--- src/bxc_regs.vh ---
`ifndef BXC_REGS_VH
`define BXC_REGS_VH

// Byte offsets of the register words
`define BXC_OFS_RUN_CTL 12'h000
`define BXC_OFS_CAPTURE_POLICY 12'h004
`define BXC_OFS_TILE_DIM 12'h008
`define BXC_OFS_OUTPUT_DOWNSCALE 12'h00c
`define BXC_OFS_DEST_BASE_UPPER 12'h010
`define BXC_OFS_DEST_BASE_LOWER 12'h014
`define BXC_OFS_STATUS 12'h018

// Field positions and widths
`define BXC_RUN_BIT 0
`define BXC_SINGLE_PASS_BIT 0
`define BXC_TILE_BIT 0
`define BXC_SHIFT_MSB 2
`define BXC_UPPER_MSB 15
`define BXC_LOWER_MSB 15
`define BXC_LOWER_LSB 5
`define BXC_ALIGN_BITS 5
`define BXC_STAT_ACTIVE_BIT 0
`define BXC_STAT_IN_FRAME_BIT 1
`define BXC_STAT_DONE_BIT 2

// Reset values
`define BXC_RST_RUN 1'h0
`define BXC_RST_POLICY 1'h0
`define BXC_RST_TILE 1'h0
`define BXC_RST_SHIFT 3'h0
`define BXC_RST_UPPER 16'h0000
`define BXC_RST_LOWER 11'h000

// Bus answers
`define BXC_RESP_OKAY 2'h0
`define BXC_RESP_SLVERR 2'h2

// Width of an averaged result word
`define BXC_AVG_W 16

`endif

--- src/bxc_config_regs.v ---
`timescale 1ns/1ps
`include "bxc_regs.vh"

module bxc_config_regs (
  // Clock and reset
  input wire aclk,
  input wire aresetn,
  // AXI4-Lite write address
  input wire [11:0] s_axi_awaddr,
  input wire [2:0] s_axi_awprot,
  input wire s_axi_awvalid,
  output wire s_axi_awready,
  // AXI4-Lite write data
  input wire [31:0] s_axi_wdata,
  input wire [3:0] s_axi_wstrb,
  input wire s_axi_wvalid,
  output wire s_axi_wready,
  // AXI4-Lite write response
  output reg [1:0] s_axi_bresp,
  output reg s_axi_bvalid,
  input wire s_axi_bready,
  // AXI4-Lite read address
  input wire [11:0] s_axi_araddr,
  input wire [2:0] s_axi_arprot,
  input wire s_axi_arvalid,
  output wire s_axi_arready,
  // AXI4-Lite read data
  output reg [31:0] s_axi_rdata,
  output reg [1:0] s_axi_rresp,
  output reg s_axi_rvalid,
  input wire s_axi_rready,
  // Frame timing from the image pipe
  input wire frame_start,
  input wire frame_end,
  // Averaged result words from the block summer
  input wire [`BXC_AVG_W-1:0] avg_data,
  input wire avg_data_valid,
  // Settings and results to the averaging datapath and SDRAM writer
  output wire avg_active,
  output wire avg_in_frame,
  output wire tile_is_16,
  output wire [31:0] dest_base_addr,
  output wire [`BXC_AVG_W-1:0] scaled_data,
  output wire scaled_data_valid
);

  ////////////////////////////////////////////////////////////////////////////
  // Register storage

  reg run_reg;
  reg single_pass_choice_reg;
  reg tile_dim_reg;
  reg [2:0] downscale_reg;
  reg [15:0] base_upper_reg;
  reg [10:0] base_lower_reg;
  reg in_frame_reg;
  reg pass_done_reg;

  ////////////////////////////////////////////////////////////////////////////
  // Write channel: address and data are held separately, taken in any order

  reg aw_held_reg;
  reg [11:0] aw_addr_reg;
  reg w_held_reg;
  reg [31:0] w_data_reg;
  reg [3:0] w_strb_reg;
  wire do_write;
  wire wr_hit;
  wire [15:0] wr_val;

  assign s_axi_awready = !aw_held_reg && !s_axi_bvalid;
  assign s_axi_wready = !w_held_reg && !s_axi_bvalid;
  assign do_write = aw_held_reg && w_held_reg && !s_axi_bvalid;

  // Only the two low byte lanes hold state; upper lanes are reserved
  assign wr_val = {w_strb_reg[1] ? w_data_reg[15:8] : 8'h00,
                   w_strb_reg[0] ? w_data_reg[7:0] : 8'h00};

  assign wr_hit = ({2'b00, aw_addr_reg[11:2]} <= (`BXC_OFS_STATUS >> 2));

  always @(posedge aclk)
  begin
    if (!aresetn)
    begin
      aw_held_reg <= 1'b0;
      aw_addr_reg <= 12'h000;
      w_held_reg <= 1'b0;
      w_data_reg <= 32'h00000000;
      w_strb_reg <= 4'h0;
      s_axi_bvalid <= 1'b0;
      s_axi_bresp <= `BXC_RESP_OKAY;
    end
    else
    begin
      if (s_axi_awvalid && s_axi_awready)
      begin
        aw_held_reg <= 1'b1;
        aw_addr_reg <= s_axi_awaddr;
      end
      if (s_axi_wvalid && s_axi_wready)
      begin
        w_held_reg <= 1'b1;
        w_data_reg <= s_axi_wdata;
        w_strb_reg <= s_axi_wstrb;
      end
      if (do_write)
      begin
        aw_held_reg <= 1'b0;
        w_held_reg <= 1'b0;
        s_axi_bvalid <= 1'b1;
        s_axi_bresp <= wr_hit ? `BXC_RESP_OKAY : `BXC_RESP_SLVERR;
      end
      else if (s_axi_bvalid && s_axi_bready)
        s_axi_bvalid <= 1'b0;
    end
  end

  ////////////////////////////////////////////////////////////////////////////
  // Register updates

  // A write to the policy register, or to the run register at exact address 0x000, re-arms a finished single pass
  wire rearm;
  wire pass_end;
  assign rearm = do_write && ((aw_addr_reg == `BXC_OFS_RUN_CTL) ||
                 ({2'b00, aw_addr_reg[11:2]} == (`BXC_OFS_CAPTURE_POLICY >> 2)));
  assign avg_active = run_reg && !pass_done_reg;
  assign pass_end = frame_end && in_frame_reg && single_pass_choice_reg;

  always @(posedge aclk)
  begin
    if (!aresetn)
    begin
      run_reg <= `BXC_RST_RUN;
      single_pass_choice_reg <= `BXC_RST_POLICY;
      tile_dim_reg <= `BXC_RST_TILE;
      downscale_reg <= `BXC_RST_SHIFT;
      base_upper_reg <= `BXC_RST_UPPER;
      base_lower_reg <= `BXC_RST_LOWER;
    end
    else if (do_write)
    begin
      case ({2'b00, aw_addr_reg[11:2]})
        (`BXC_OFS_RUN_CTL >> 2):
          run_reg <= wr_val[`BXC_RUN_BIT];
        (`BXC_OFS_CAPTURE_POLICY >> 2):
          single_pass_choice_reg <= wr_val[`BXC_SINGLE_PASS_BIT];
        (`BXC_OFS_TILE_DIM >> 2):
          tile_dim_reg <= wr_val[`BXC_TILE_BIT];
        (`BXC_OFS_OUTPUT_DOWNSCALE >> 2):
          downscale_reg <= wr_val[`BXC_SHIFT_MSB:0];
        (`BXC_OFS_DEST_BASE_UPPER >> 2):
          base_upper_reg <= wr_val[`BXC_UPPER_MSB:0];
        (`BXC_OFS_DEST_BASE_LOWER >> 2):
          base_lower_reg <= wr_val[`BXC_LOWER_MSB:`BXC_LOWER_LSB];
        default:
          run_reg <= run_reg;
      endcase
    end
  end

  ////////////////////////////////////////////////////////////////////////////
  // Frame tracking and single-pass completion

  always @(posedge aclk)
  begin
    if (!aresetn)
    begin
      in_frame_reg <= 1'b0;
      pass_done_reg <= 1'b0;
    end
    else
    begin
      // A frame only counts if it starts while the unit is active
      if (frame_start && avg_active)
        in_frame_reg <= 1'b1;
      else if (frame_end || !run_reg)
        in_frame_reg <= 1'b0;
      // Completion beats a re-arm in the same cycle so the pass is not lost
      if (pass_end)
        pass_done_reg <= 1'b1;
      else if (rearm)
        pass_done_reg <= 1'b0;
    end
  end

  assign avg_in_frame = in_frame_reg;
  assign tile_is_16 = tile_dim_reg;
  assign dest_base_addr = {base_upper_reg, base_lower_reg,
                           {`BXC_ALIGN_BITS{1'b0}}};

  ////////////////////////////////////////////////////////////////////////////
  // Read channel: one-cycle registered answer

  reg [31:0] rd_word;
  reg rd_hit;

  assign s_axi_arready = !s_axi_rvalid;

  always @*
  begin
    rd_word = 32'h00000000;
    rd_hit = 1'b1;
    // Reserved positions are left at zero in every word
    case ({2'b00, s_axi_araddr[11:2]})
      (`BXC_OFS_RUN_CTL >> 2):
        rd_word[`BXC_RUN_BIT] = run_reg;
      (`BXC_OFS_CAPTURE_POLICY >> 2):
        rd_word[`BXC_SINGLE_PASS_BIT] = single_pass_choice_reg;
      (`BXC_OFS_TILE_DIM >> 2):
        rd_word[`BXC_TILE_BIT] = tile_dim_reg;
      (`BXC_OFS_OUTPUT_DOWNSCALE >> 2):
        rd_word[`BXC_SHIFT_MSB:0] = downscale_reg;
      (`BXC_OFS_DEST_BASE_UPPER >> 2):
        rd_word[`BXC_UPPER_MSB:0] = base_upper_reg;
      (`BXC_OFS_DEST_BASE_LOWER >> 2):
        rd_word[`BXC_LOWER_MSB:`BXC_LOWER_LSB] = base_lower_reg;
      (`BXC_OFS_STATUS >> 2):
      begin
        rd_word[`BXC_STAT_ACTIVE_BIT] = avg_active;
        rd_word[`BXC_STAT_IN_FRAME_BIT] = in_frame_reg;
        rd_word[`BXC_STAT_DONE_BIT] = pass_done_reg;
      end
      default:
        rd_hit = 1'b0;
    endcase
  end

  always @(posedge aclk)
  begin
    if (!aresetn)
    begin
      s_axi_rvalid <= 1'b0;
      s_axi_rdata <= 32'h00000000;
      s_axi_rresp <= `BXC_RESP_OKAY;
    end
    else if (s_axi_arvalid && s_axi_arready)
    begin
      s_axi_rvalid <= 1'b1;
      s_axi_rdata <= rd_word;
      s_axi_rresp <= rd_hit ? `BXC_RESP_OKAY : `BXC_RESP_SLVERR;
    end
    else if (s_axi_rvalid && s_axi_rready)
      s_axi_rvalid <= 1'b0;
  end

  ////////////////////////////////////////////////////////////////////////////
  // Output scaling of averaged words

  bxc_downshift u_downshift (
    .aclk(aclk),
    .aresetn(aresetn),
    .shift_amount(downscale_reg),
    .gate(in_frame_reg),
    .avg_in(avg_data),
    .avg_in_valid(avg_data_valid),
    .avg_out(scaled_data),
    .avg_out_valid(scaled_data_valid)
  );

endmodule // bxc_config_regs

--- src/bxc_downshift.v ---
`timescale 1ns/1ps
`include "bxc_regs.vh"

module bxc_downshift (
  // Clock and reset
  input wire aclk,
  input wire aresetn,
  // Control
  input wire [2:0] shift_amount,
  input wire gate,
  // Averaged result in
  input wire [`BXC_AVG_W-1:0] avg_in,
  input wire avg_in_valid,
  // Scaled result out
  output reg [`BXC_AVG_W-1:0] avg_out,
  output reg avg_out_valid
);

  always @(posedge aclk)
  begin
    if (!aresetn)
    begin
      avg_out <= {`BXC_AVG_W{1'b0}};
      avg_out_valid <= 1'b0;
    end
    else
    begin
      // Amounts above four are shifted as written; software keeps to 0..4
      avg_out_valid <= avg_in_valid & gate;
      if (avg_in_valid & gate)
        avg_out <= avg_in >> shift_amount;
    end
  end

endmodule // bxc_downshift

--- config.mk ---
export PLATFORM = sky130hd
export DESIGN_NAME = bxc_config_regs
export DESIGN_NICKNAME = d
export VERILOG_FILES = /design/src/bxc_config_regs.v /design/src/bxc_downshift.v
export VERILOG_INCLUDE_DIRS = /design/src
export SDC_FILE = /design/constraint.sdc
export NUM_CORES = 1
export LEC_CHECK = 0
export BUFFER_PORTS_ARGS = -buffer_cell sky130_fd_sc_hd__buf_2
export CAP_MARGIN = 20
export CORE_MARGIN = 3
export CORE_UTILIZATION = 53
export DETAILED_ROUTE_END_ITERATION = 16
export GPL_TIMING_DRIVEN = 0
export PLACE_DENSITY = 0.95
export SKIP_CTS_REPAIR_TIMING = 1
export SLEW_MARGIN = 15
export SYNTH_ARGS = -nofsm -noshare
export SYNTH_HDL_FRONTEND = slang
export SYNTH_SLANG_ARGS = --single-unit
--- constraint.sdc ---
create_clock -name aclk -period 6.2 [get_ports aclk]
set_clock_uncertainty 0.1 [all_clocks]
set_input_delay 0.62 -clock aclk [delete_from_list [all_inputs] [get_ports aclk]]
set_output_delay 0.62 -clock aclk [all_outputs]
set_load 0.005 [all_outputs]
# ---- Word level (Yosys, flattened, before mapping)
# Index checks and enable logic that the tools add are counted.
dict set report word_totals {
  inputBits 92
  n_memories 0
  ff_bits 106
  wordCells 89
  out_inout_bits 93
  latch_bits 0
  ramBits 0
  rom_bits 0
}
dict set report classes {
  bitwise_logic 2
  mux 17
  eq_ne 11
  n_reduce_logical 37
  add_sub_neg 0
  n_shift 1
  magnitude_cmp 1
  n_mul 0
  div_mod_pow 0
}
# cell n
set op_table {}
lappend op_table {{$eq 10x3->1 const B} 5}
lappend op_table {{$eq 10x2->1 const B} 4}
lappend op_table {{$pmux 11 s2} 1}
lappend op_table {{$eq 10x1->1 const B} 2}
lappend op_table {{$logic_not 10->1} 2}
lappend op_table {{$mux 8} 2}
lappend op_table {{$shr 16x3->16} 1}
lappend op_table {{$logic_and 1x1->1} 14}
lappend op_table {{$logic_not 12->1} 1}
lappend op_table {{$reduce_and 2->1} 6}
lappend op_table {{$le 10x3->1 const B} 1}
lappend op_table {{$mux 1} 9}
lappend op_table {{$reduce_bool 2->1} 4}
lappend op_table {{$reduce_or 7->1} 1}
lappend op_table {{$logic_not 1->1} 6}
lappend op_table {{$mux 2} 3}
lappend op_table {{$pmux 1 s6} 1}
lappend op_table {{$pmux 2 s3} 1}
lappend op_table {{$logic_or 1x1->1} 2}
lappend op_table {{$reduce_or 2->1} 1}
lappend op_table {{$and 1x1->1} 1}
lappend op_table {{$not 1->1} 1}

# ---- Logic depth before layout (Yosys ltp)
# Gate-level depths: netlist of the first run.
dict set report logic_depth {
  ltp_word 5
  depth_mapped 7
  ltp_nobuf 4
}

# ---- Modules after synthesis
# Synthesis of the first run repeated with hierarchy kept, for this count alone.
dict set report hier_totals {
  cells_unflattened 553
  area_unflattened_um2 4863.4
}
# mod seq_area_each_um2 cells_each n_inst area_per_inst_um2
set by_module_without_submodules {}
lappend by_module_without_submodules {bxc_config_regs 1741.7 438 1 3798.6}
lappend by_module_without_submodules {bxc_downshift 340.3 115 1 1064.8}

# ---- Worst setup path before layout of the first run
# No wires, ideal clock.
dict set report synth_timing {
  kind {input-to-reg}
  startpoint {input s_axi_araddr[9]}
  endpoint {register s_axi_rdata[10]}
  setup_slack_ns 4.071
  setup_ns 0.070
  required_time_ns 6.030
  t_arrival_ns 1.960
  stages 5
  path_buffers 1
  cell_sequence {or4_1 -> nor3b_2 -> clkbuf_1 -> nand2_1 -> a21oi_1}
}
dict set report synth_between {
  elab_chain_cells 2
  elab_cells_between_ends 3
  cone_classes {2 x eq/ne; 1 x mux}
}
# item line
set synth_lines {}
lappend synth_lines {{start, declared} bxc_config_regs.v:23} ;# input wire [11:0] s_axi_araddr,
lappend synth_lines {{$eq 10x3->1} bxc_config_regs.v:204} ;# case ({2'b00, s_axi_araddr[11:2]})
lappend synth_lines {{$pmux 11 s2 *} bxc_config_regs.v:204}
lappend synth_lines {{end signal, assigned} bxc_config_regs.v:239} ;# s_axi_rdata <= rd_word;
lappend synth_lines {{end, declared} bxc_config_regs.v:28} ;# output reg [31:0] s_axi_rdata,
# Mark *: on every way between the ends. The rest lies on a longest branch, timed or not.
# A chain may end at the register's enable or synchronous reset.

# ---- Worst setup path after layout of the first run
dict set report layout_timing {
  startpoint {register aw_addr_reg[7]}
  endpoint {register base_upper_reg[8]}
}
dict set report layout_between {
  elab_chain_cells 2
}
# item line
set layout_lines {}
lappend layout_lines {{start, declared} bxc_config_regs.v:63} ;# reg [11:0] aw_addr_reg;
lappend layout_lines {{start signal, assigned} bxc_config_regs.v:98} ;# aw_addr_reg <= s_axi_awaddr;
lappend layout_lines {{$eq 10x3->1} bxc_config_regs.v:142} ;# case ({2'b00, aw_addr_reg[11:2]})
lappend layout_lines {{$reduce_and 2->1 (no line)} --}
lappend layout_lines {{end signal, assigned} bxc_config_regs.v:137} ;# base_upper_reg <= `BXC_RST_UPPER;
lappend layout_lines {{end signal, assigned} bxc_config_regs.v:152} ;# base_upper_reg <= wr_val[`BXC_UPPER_MSB:0];
lappend layout_lines {{end, declared} bxc_config_regs.v:54} ;# reg [15:0] base_upper_reg;
# Every way passes these cells.

==> results of run 1 <==
==> report_power, final <==
| part | total [uW] | switching (uW) | internal, uW |
|---|---|---|---|
| Clock | 401 | 246 | 154 |
| Combinational | 156 | 88.6 | 67.3 |
| Sequential | 703 | 14.1 | 689 |
==> stage by stage <==
step           hold slack, ps  worst slack [ps]  std cells
6_report                353.0              4053        819
5_1_grt                 369.9              3926        819
4_1_cts                 355.9              4054        819
3_5_place_dp            341.8              3741        803
3_3_place_gp            338.1              3763        803
2_1_floorplan           331.0              4071        563
==> worst min path at each step <==
stage | startpoint | end | slack, ps | cells after the start
6_report | s_axi_rdata[4]$_SDFFE_PN0P_ | s_axi_rdata[4]$_SDFFE_PN0P_ | 350 | 2
5_1_grt | s_axi_wdata[7] | w_data_reg[7]$_SDFFE_PN0P_ | 370 | 3
4_1_cts | s_axi_rdata[4]$_SDFFE_PN0P_ | s_axi_rdata[4]$_SDFFE_PN0P_ | 360 | 2
3_5_place_dp | s_axi_rdata[4]$_SDFFE_PN0P_ | s_axi_rdata[4]$_SDFFE_PN0P_ | 340 | 2
3_3_place_gp | w_data_reg[14]$_SDFFE_PN0P_ | w_data_reg[14]$_SDFFE_PN0P_ | 340 | 2
2_1_floorplan | aw_addr_reg[6]$_SDFFE_PN0P_ | aw_addr_reg[6]$_SDFFE_PN0P_ | 330 | 2
==> cell usage in the layout, fill, tap and decap left out, drive strengths merged <==
cell type / count
buf: 168
dfxtp: 104
nand2: 81
a21oi: 64
nor2: 56
mux2i: 40
clkbuf: 34
o21ai: 31
conb: 23
and2: 18
o22ai: 11
mux4: 11
inv: 10
nand2b: 8
nor4: 8
nand3: 6
nand3b: 6
a22oi: 5
nor2b: 4
clkinv: 4
or3: 3
a31oi: 3
or3b: 3
or4: 3
nor3b: 3
a32o: 2
nor4b: 1
a32oi: 1
and3: 1
o31ai: 1
a311o: 1
==> cell type report <==
cell class	count	area (sq um)	share of cell area, %
buffer	58	341.6	5.865
clock buffer	9	123.9	2.127
clock inverter	7	65.06	1.117
inverter	7	26.28	0.4511
multi-input combinational	394	2379	40.84
sequential	104	2082	35.75
tap	105	131.4	2.256
timing repair buffer	135	675.6	11.60
==> layer usage <==
layer  global-route usage [%]  vias up  routed length [um]
met5                        0        -                   0
met4                    10.05        0                 374
li1                         -     2162                   -
met1                    31.67     2070                5397
met2                    42.78      211                6268
met3                    5.329       35                 954
==> kinds of logic (layout without fill, tap and decap cells) <==
logic type,count (synthesis),in the layout
AND/OR/NAND/NOR,201,201
flip-flops,104,104
buffers and inverters,65,216
other,1,23
AO/OA/AOI/OAI,119,119
multiplexers,51,51
==> worst register-to-register path: stages (launching register included) <==
cell and delay [ps]:
dfxtp_1 320, or4_4 530, buf_6 160, nor4_4 290, buf_6 200, buf_12 160, mux2i_1 210, nor2_1 60
==> summary.md, run 1 <==
| Metric | Value |
|---|---|
| Status | finished, final reports clean |
| Mapped cell area | 4746 sq um |
| Actual transition at the worst max-transition pin | 584.3 ps |
| Fillers | 650 |
| Post-synth EDFFs | 0 |
| Syn-to-layout area delta | 22.73% |
| Slew headroom | 61.05% |
| Setup TNS | 0 ps |
| Setup-failing EPs final | 0 |
| Max Cap Violations | 0 |
| Ys async rst share | 0% |
| Leak Pwr | 0.002481 uW |
| Area leader, netlist | dfxtp_1 |
| FP Rows | 33 |
| Levels on crit path | 7 |
| Most common cell in the netlist | dfxtp_1 |
| HPWL after detailed placement | 9.960 mm |
| Post-route clock period utilization | 34.64% |
| Compound-cell area share of the yosys netlist | 13.79% |
| Worst-Skew Late Latency | 370 ps |
| Sequential fraction of the synthesis area | 43.87% |
| Number of global-route vias before repair | 4255 |
| Dpl cell area | 5635 sq um |
| Post-route cell area | 5824 sq um |
| Mux contribution to synthesized area | 13.66% |
| Crit Reg-Reg Startpoint | aw_addr_reg[7]$_SDFFE_PN0P_ |
| CP Cell Sequence | or4_4 -> buf_6 -> nor4_4 -> buf_6 -> buf_12 -> mux2i_1 -> nor2_1 |
| Peak Freq | 465.7 MHz |
| RSZ-0062 raised after global routing | no |
| Final design utilization | 68.81% |
| Critical path origin | aw_addr_reg[7]$_SDFFE_PN0P_ |
| Final Max Tran Viols | 0 |
| Top delay family on crit path | simple AND/OR/NAND/NOR gates |
| Drt via density | 5.468 |
| Final wirelength | 13.00 mm |
| Largest net degree at the start of global routing | 20 |
| Endpoints failing hold | 0 |
| Vias | 4478 |
| # port buffers | 135 |
| Pre-antenna DRT Iters | 5 |
| Design Power | 1260 uW |
| Xor/xnor share of the synthesized area | 0% |
| Remaining antenna violation count | 0 |
| Yosys cell types | 39 |
| Worst setup EP type | register |
| Reg-to-reg endpoint | base_upper_reg[8]$_SDFFE_PN0P_ |
| Die Span X | 100.6 um |
| Gr usage total | 25.37% |
| Peak supply drop | 0.1137 mV |
| Area contributors post-synth | dfxtp_1 44%, mux2i_1 8.4%, a21oi_1 6.5%, nand2_1 6.4%, mux4_2 5.2% |
| Worst min path class | register to register |
| DRC viols | 0 |
| CP Buf/Inv Count | 3 |
| CP Launch Type | register |
| Worst Setup EP | base_upper_reg[8]$_SDFFE_PN0P_ |
| Min Tclk post-route | 2147 ps |
| Power per standard cell area | 216.3 nW/um^2 |
| Ys flop type | dfxtp_1 |
| Maximum fanout along the worst path | 10 |
| Worst setup path category | register to register |
| Syn_area_per_cell | 8.772 sq um |
| Worst Path Arrival | 2290 ps |
| Worst Path Required | 6340 ps |
| Adder-Cell Fraction of Synth Area | 0% |
| Slowest stage cell, crit path | or4_4 |
| Die Span Y | 100.6 um |
| # diodes | 0 |
| Max incr delay on CP | 530 ps |
| Yosys reg bits | 104 |
| Post-DR wirelength/cell | 15.87 um |
| Initial antenna violation count | 0 |
| Share of the synthesized area in the top cell type | 43.87% |
| Cells after Synth | 541 |
| Core area | 8464 sq um |
| Main combinational cell family by area after synthesis | simple AND/OR/NAND/NOR gates |
| Clock Sink Count | 104 |
| Max H-tree Level | 3 |
| Clk Tree Root Cell | clkbuf_8 |
| Initial DRC count | 247 |
| Share of layout cells above drive strength 1 | 28.29% |
| R2R cell count | 7 |
| CTS tree | built |
| First-pass GRT wire length | 20.49 mm |
| Total CTS buffers | 9 |
| Final weighted congestion in routability-driven placement | 0.9294 |
| Syn. warnings | 0 |
| Synth Area in Simple Gates | 20.85% |
| Max Root-Sink Buffers | 2 |
| Initial Util | 56.07% |
| Reg2reg setup slack | 4050 ps |
| GRT overflow | 0 |
| Most common library cells after synthesis | 104 x dfxtp_1, 81 x nand2_1, 62 x a21oi_1, 56 x nor2_1, 40 x mux2i_1 |
| NumNets Final | 801 |
| Worst-path clk slew | 100 ps |
| Crit-path most repeated cell | buf_6 |
| Full die area | 10130 sq um |
| I/O pins | 185 |
Note: power is estimated with default switching activity, not from simulation.
==> run 2: changes to the inputs <==
--- a/config.mk
+++ b/config.mk
@@ -9,10 +9,10 @@
 export BUFFER_PORTS_ARGS = -buffer_cell sky130_fd_sc_hd__buf_2
 export CAP_MARGIN = 20
 export CORE_MARGIN = 3
-export CORE_UTILIZATION = 53
+export CORE_UTILIZATION = 44
 export DETAILED_ROUTE_END_ITERATION = 16
 export GPL_TIMING_DRIVEN = 0
-export PLACE_DENSITY = 0.95
+export PLACE_DENSITY = 0.86
 export SKIP_CTS_REPAIR_TIMING = 1
 export SLEW_MARGIN = 15
 export SYNTH_ARGS = -nofsm -noshare
==> constraint.sdc (replaced) <==
create_clock -name aclk -period 1.8 [get_ports aclk]
set_clock_uncertainty 0.1 [all_clocks]
set_input_delay 0.18 -clock aclk [delete_from_list [all_inputs] [get_ports aclk]]
set_output_delay 0.18 -clock aclk [all_outputs]
set_load 0.005 [all_outputs]
==> run 2 against run 1 <==
Effect of this change:
- the run now ends with negative setup slack left
- critical path type unchanged
- sequential share of layout area fell by 2.8 points
- via count rose by 0.16%
- global-route usage fell by 4.9 points
- highest routed layer unchanged
- flip-flop and latch count did not move
- register-to-register slack got worse by 4300 ps
- wire length rose by 1.3%
- first-iteration DRC count rose by 27%
- core utilization fell by 8.2 points
- sequential power rose to 3.4 times the previous value
- worst hold slack got worse by 350 ps
- cell area rose by 8.5%
==> summary.md, run 2 (synthesized netlist as in run 1, its figures left out) <==
| Metric | Value |
|---|---|
| Status | finished with violations |
| Failing checks | negative setup slack |
| Actual transition at the worst max-transition pin | 544.1 ps (-40.15 ps) |
| Vias | 4485 (+0.16%) |
| Max Cap Violations | 0 (unchanged) |
| GRT overflow | 0 (unchanged) |
| CP Cell Sequence | or4_4 -> buf_6 -> nor4_4 -> buf_6 -> buf_12 -> mux2i_1 -> nor2_1 |
| Final Max Tran Viols | 0 (unchanged) |
| Slowest stage cell, crit path | or4_4 |
| Full die area | 12070 sq um (+19%) |
| Worst slack at placement | -288.3 ps (-4030 ps) |
| Leak Pwr | 0.002686 uW (+8.3%) |
| Crit-path most repeated cell | buf_6 |
| DRC viols | 0 (unchanged) |
| # port buffers | 135 (unchanged) |
| HPWL after detailed placement | 9.575 mm (-3.9%) |
| Worst setup EP type | register |
| Gr usage total | 20.50% (-4.9 points) |
| Remaining antenna violation count | 0 (unchanged) |
| Worst-Skew Late Latency | 370 ps (about the same) |
| Fin Hold WS | 1.676 ps (-351.3 ps) |
| Crit Reg-Reg Startpoint | aw_addr_reg[8]$_SDFFE_PN0P_ |
| Largest net degree at the start of global routing | 17 (-15%) |
| Syn-to-layout area delta | 33.11% |
| Worst Setup EP | base_upper_reg[7]$_SDFFE_PN0P_ |
| Min Tclk post-route | 2021 ps (-125.9 ps) |
| Final weighted congestion in routability-driven placement | 0.9032 (-2.8%) |
| Max H-tree Level | 3 (unchanged) |
| Worst setup path category | register to register |
| Die Span Y | 109.9 um (+9.2%) |
| Setup-failing EPs final | 34 (+34) |
| CTS tree | built |
| Peak Freq | 494.7 MHz (+6.2%) |
| RSZ-0062 raised after global routing | yes |
| Clk Tree Root Cell | clkbuf_8 |
| Maximum fanout along the worst path | 8 (-2) |
| I/O pins | 185 (unchanged) |
| FP Rows | 37 (+12%) |
| Max incr delay on CP | 610 ps (+80 ps) |
| Power per standard cell area | 694.8 nW/um^2 (+220%) |
| Max Root-Sink Buffers | 2 (unchanged) |
| # diodes | 0 (unchanged) |
| Critical path origin | aw_addr_reg[8]$_SDFFE_PN0P_ |
| Final wirelength | 13.17 mm (+1.3%) |
| Reg-to-reg endpoint | base_upper_reg[7]$_SDFFE_PN0P_ |
| Endpoints failing hold | 0 (unchanged) |
| Dpl cell area | 5683 sq um (+0.84%) |
| Reg2reg setup slack | -220 ps (-4270 ps) |
| Die Span X | 109.9 um (+9.2%) |
| Number of global-route vias before repair | 3958 (-7.0%) |
| Share of layout cells above drive strength 1 | 29.79% (+1.5 points) |
| Peak supply drop | 0.3455 mV (+200%) |
| Slew headroom | 63.73% (+2.7 points) |
| Final setup margin | -221.5 ps (-4274 ps) |
| Total CTS buffers | 9 (unchanged) |
| Worst-path clk slew | 90 ps (about the same) |
| Initial DRC count | 314 (+27%) |
| CP Launch Type | register |
| Initial Util | 45.56% (-11 points) |
| Worst Path Arrival | 2160 ps (-130 ps) |
| Most common cell after layout, fill and taps aside | buf_2 |
| Core area | 10420 sq um (+23%) |
| NumNets Final | 839 (+4.7%) |
| Initial antenna violation count | 0 (unchanged) |
| Post-route cell area | 6317 sq um (+8.5%) |
| Commonest cells after routing, fill and taps aside | 137 x buf_2, 103 x dfxtp_1, 81 x nand2_1 |
| Worst Path Required | 1940 ps (-4400 ps) |
| Drt via density | 5.051 (-7.6%) |
| Post-route clock period utilization | 112.3% (+78 points) |
| First-pass GRT wire length | 19.54 mm (-4.7%) |
| R2R cell count | 7 (unchanged) |
| Worst min path class | input port to register |
| Pre-antenna DRT Iters | 5 (unchanged) |
| Post-DR wirelength/cell | 14.83 um (-6.5%) |
| Clock Sink Count | 104 (unchanged) |
run 2: cell types whose count changed in the layout (fill, tap and decap cells not counted), sizes merged:
| cell | before | now |
|---|---|---|
| dlygate4sd3 | 0 | 32 |
| buf | 168 | 173 |
| clkbuf | 34 | 38 |
| inv | 10 | 7 |
| clkinv | 4 | 2 |
| clkinvlp | 0 | 2 |
run 2: area by class of cell:
type                            instances  area (sq um)
Fill cell                             908          4099
Multi-Input combinational cell        394          2422
Sequential cell                       104          2083
Timing Repair Buffer                  176          1085
Buffer                                 55         346.6
Tap cell                              136         170.2
Clock buffer                           12         155.1
Clock inverter                          4         28.78
Inverter                                7         26.28
run 2: where the power goes:
group / internal [uW] / total, uW / switching (uW)
Clock: 580 / 1370 / 785
Sequential: 2370 / 2420 / 49.3
Combinational: 286 / 601 / 315
Total: 3240 / 4390 / 1150
run 2: per-stage QoR:
stage | util, % | setup TNS [ps] | total power, uW | cells
floorplan | - | -692.3 | 2804 | 563
global placement | 54.56 | -7197 | 2991 | 834
detailed placement | 54.56 | -7899 | 3003 | 834
CTS | 56.32 | -6764 | 4336 | 850
global route | 60.65 | -7895 | 4576 | 888
finish | 60.65 | -5333 | 4389 | 888
run 2: critical path: cells and delay by family, from the launching register on:
| kind | cells | cell delay (ps) |
|---|---|---|
| simple gates | 3 | 810 |
| mux | 1 | 200 |
| buf+inv | 3 | 470 |
| flops | 1 | 330 |
run 2: layer usage:
metal | GRT usage (%) | part of all wire (%) | vias up
li1 | - | - | 2236
met1 | 27.78 | 43 | 2047
met2 | 32.84 | 48 | 177
met3 | 3.699 | 6.6 | 25
met4 | 7.124 | 2.5 | 0
met5 | 0 | 0 | -
run 2: how the worst min path moves through the flow:
stage	start	to	slack (ps)	depth (start not counted)
after global placement	s_axi_awaddr[9]	aw_addr_reg[9]$_SDFFE_PN0P_	320	3
after global routing	s_axi_rready	s_axi_rvalid$_SDFFE_PN0P_	20	3
after CTS	s_axi_wdata[12]	w_data_reg[12]$_SDFFE_PN0P_	-60	3
after floorplan	s_axi_awaddr[11]	aw_addr_reg[11]$_SDFFE_PN0P_	220	2
final	s_axi_rready	s_axi_rvalid$_SDFFE_PN0P_	2	3
after detailed placement	s_axi_wstrb[1]	w_strb_reg[1]$_SDFFE_PN0P_	330	3
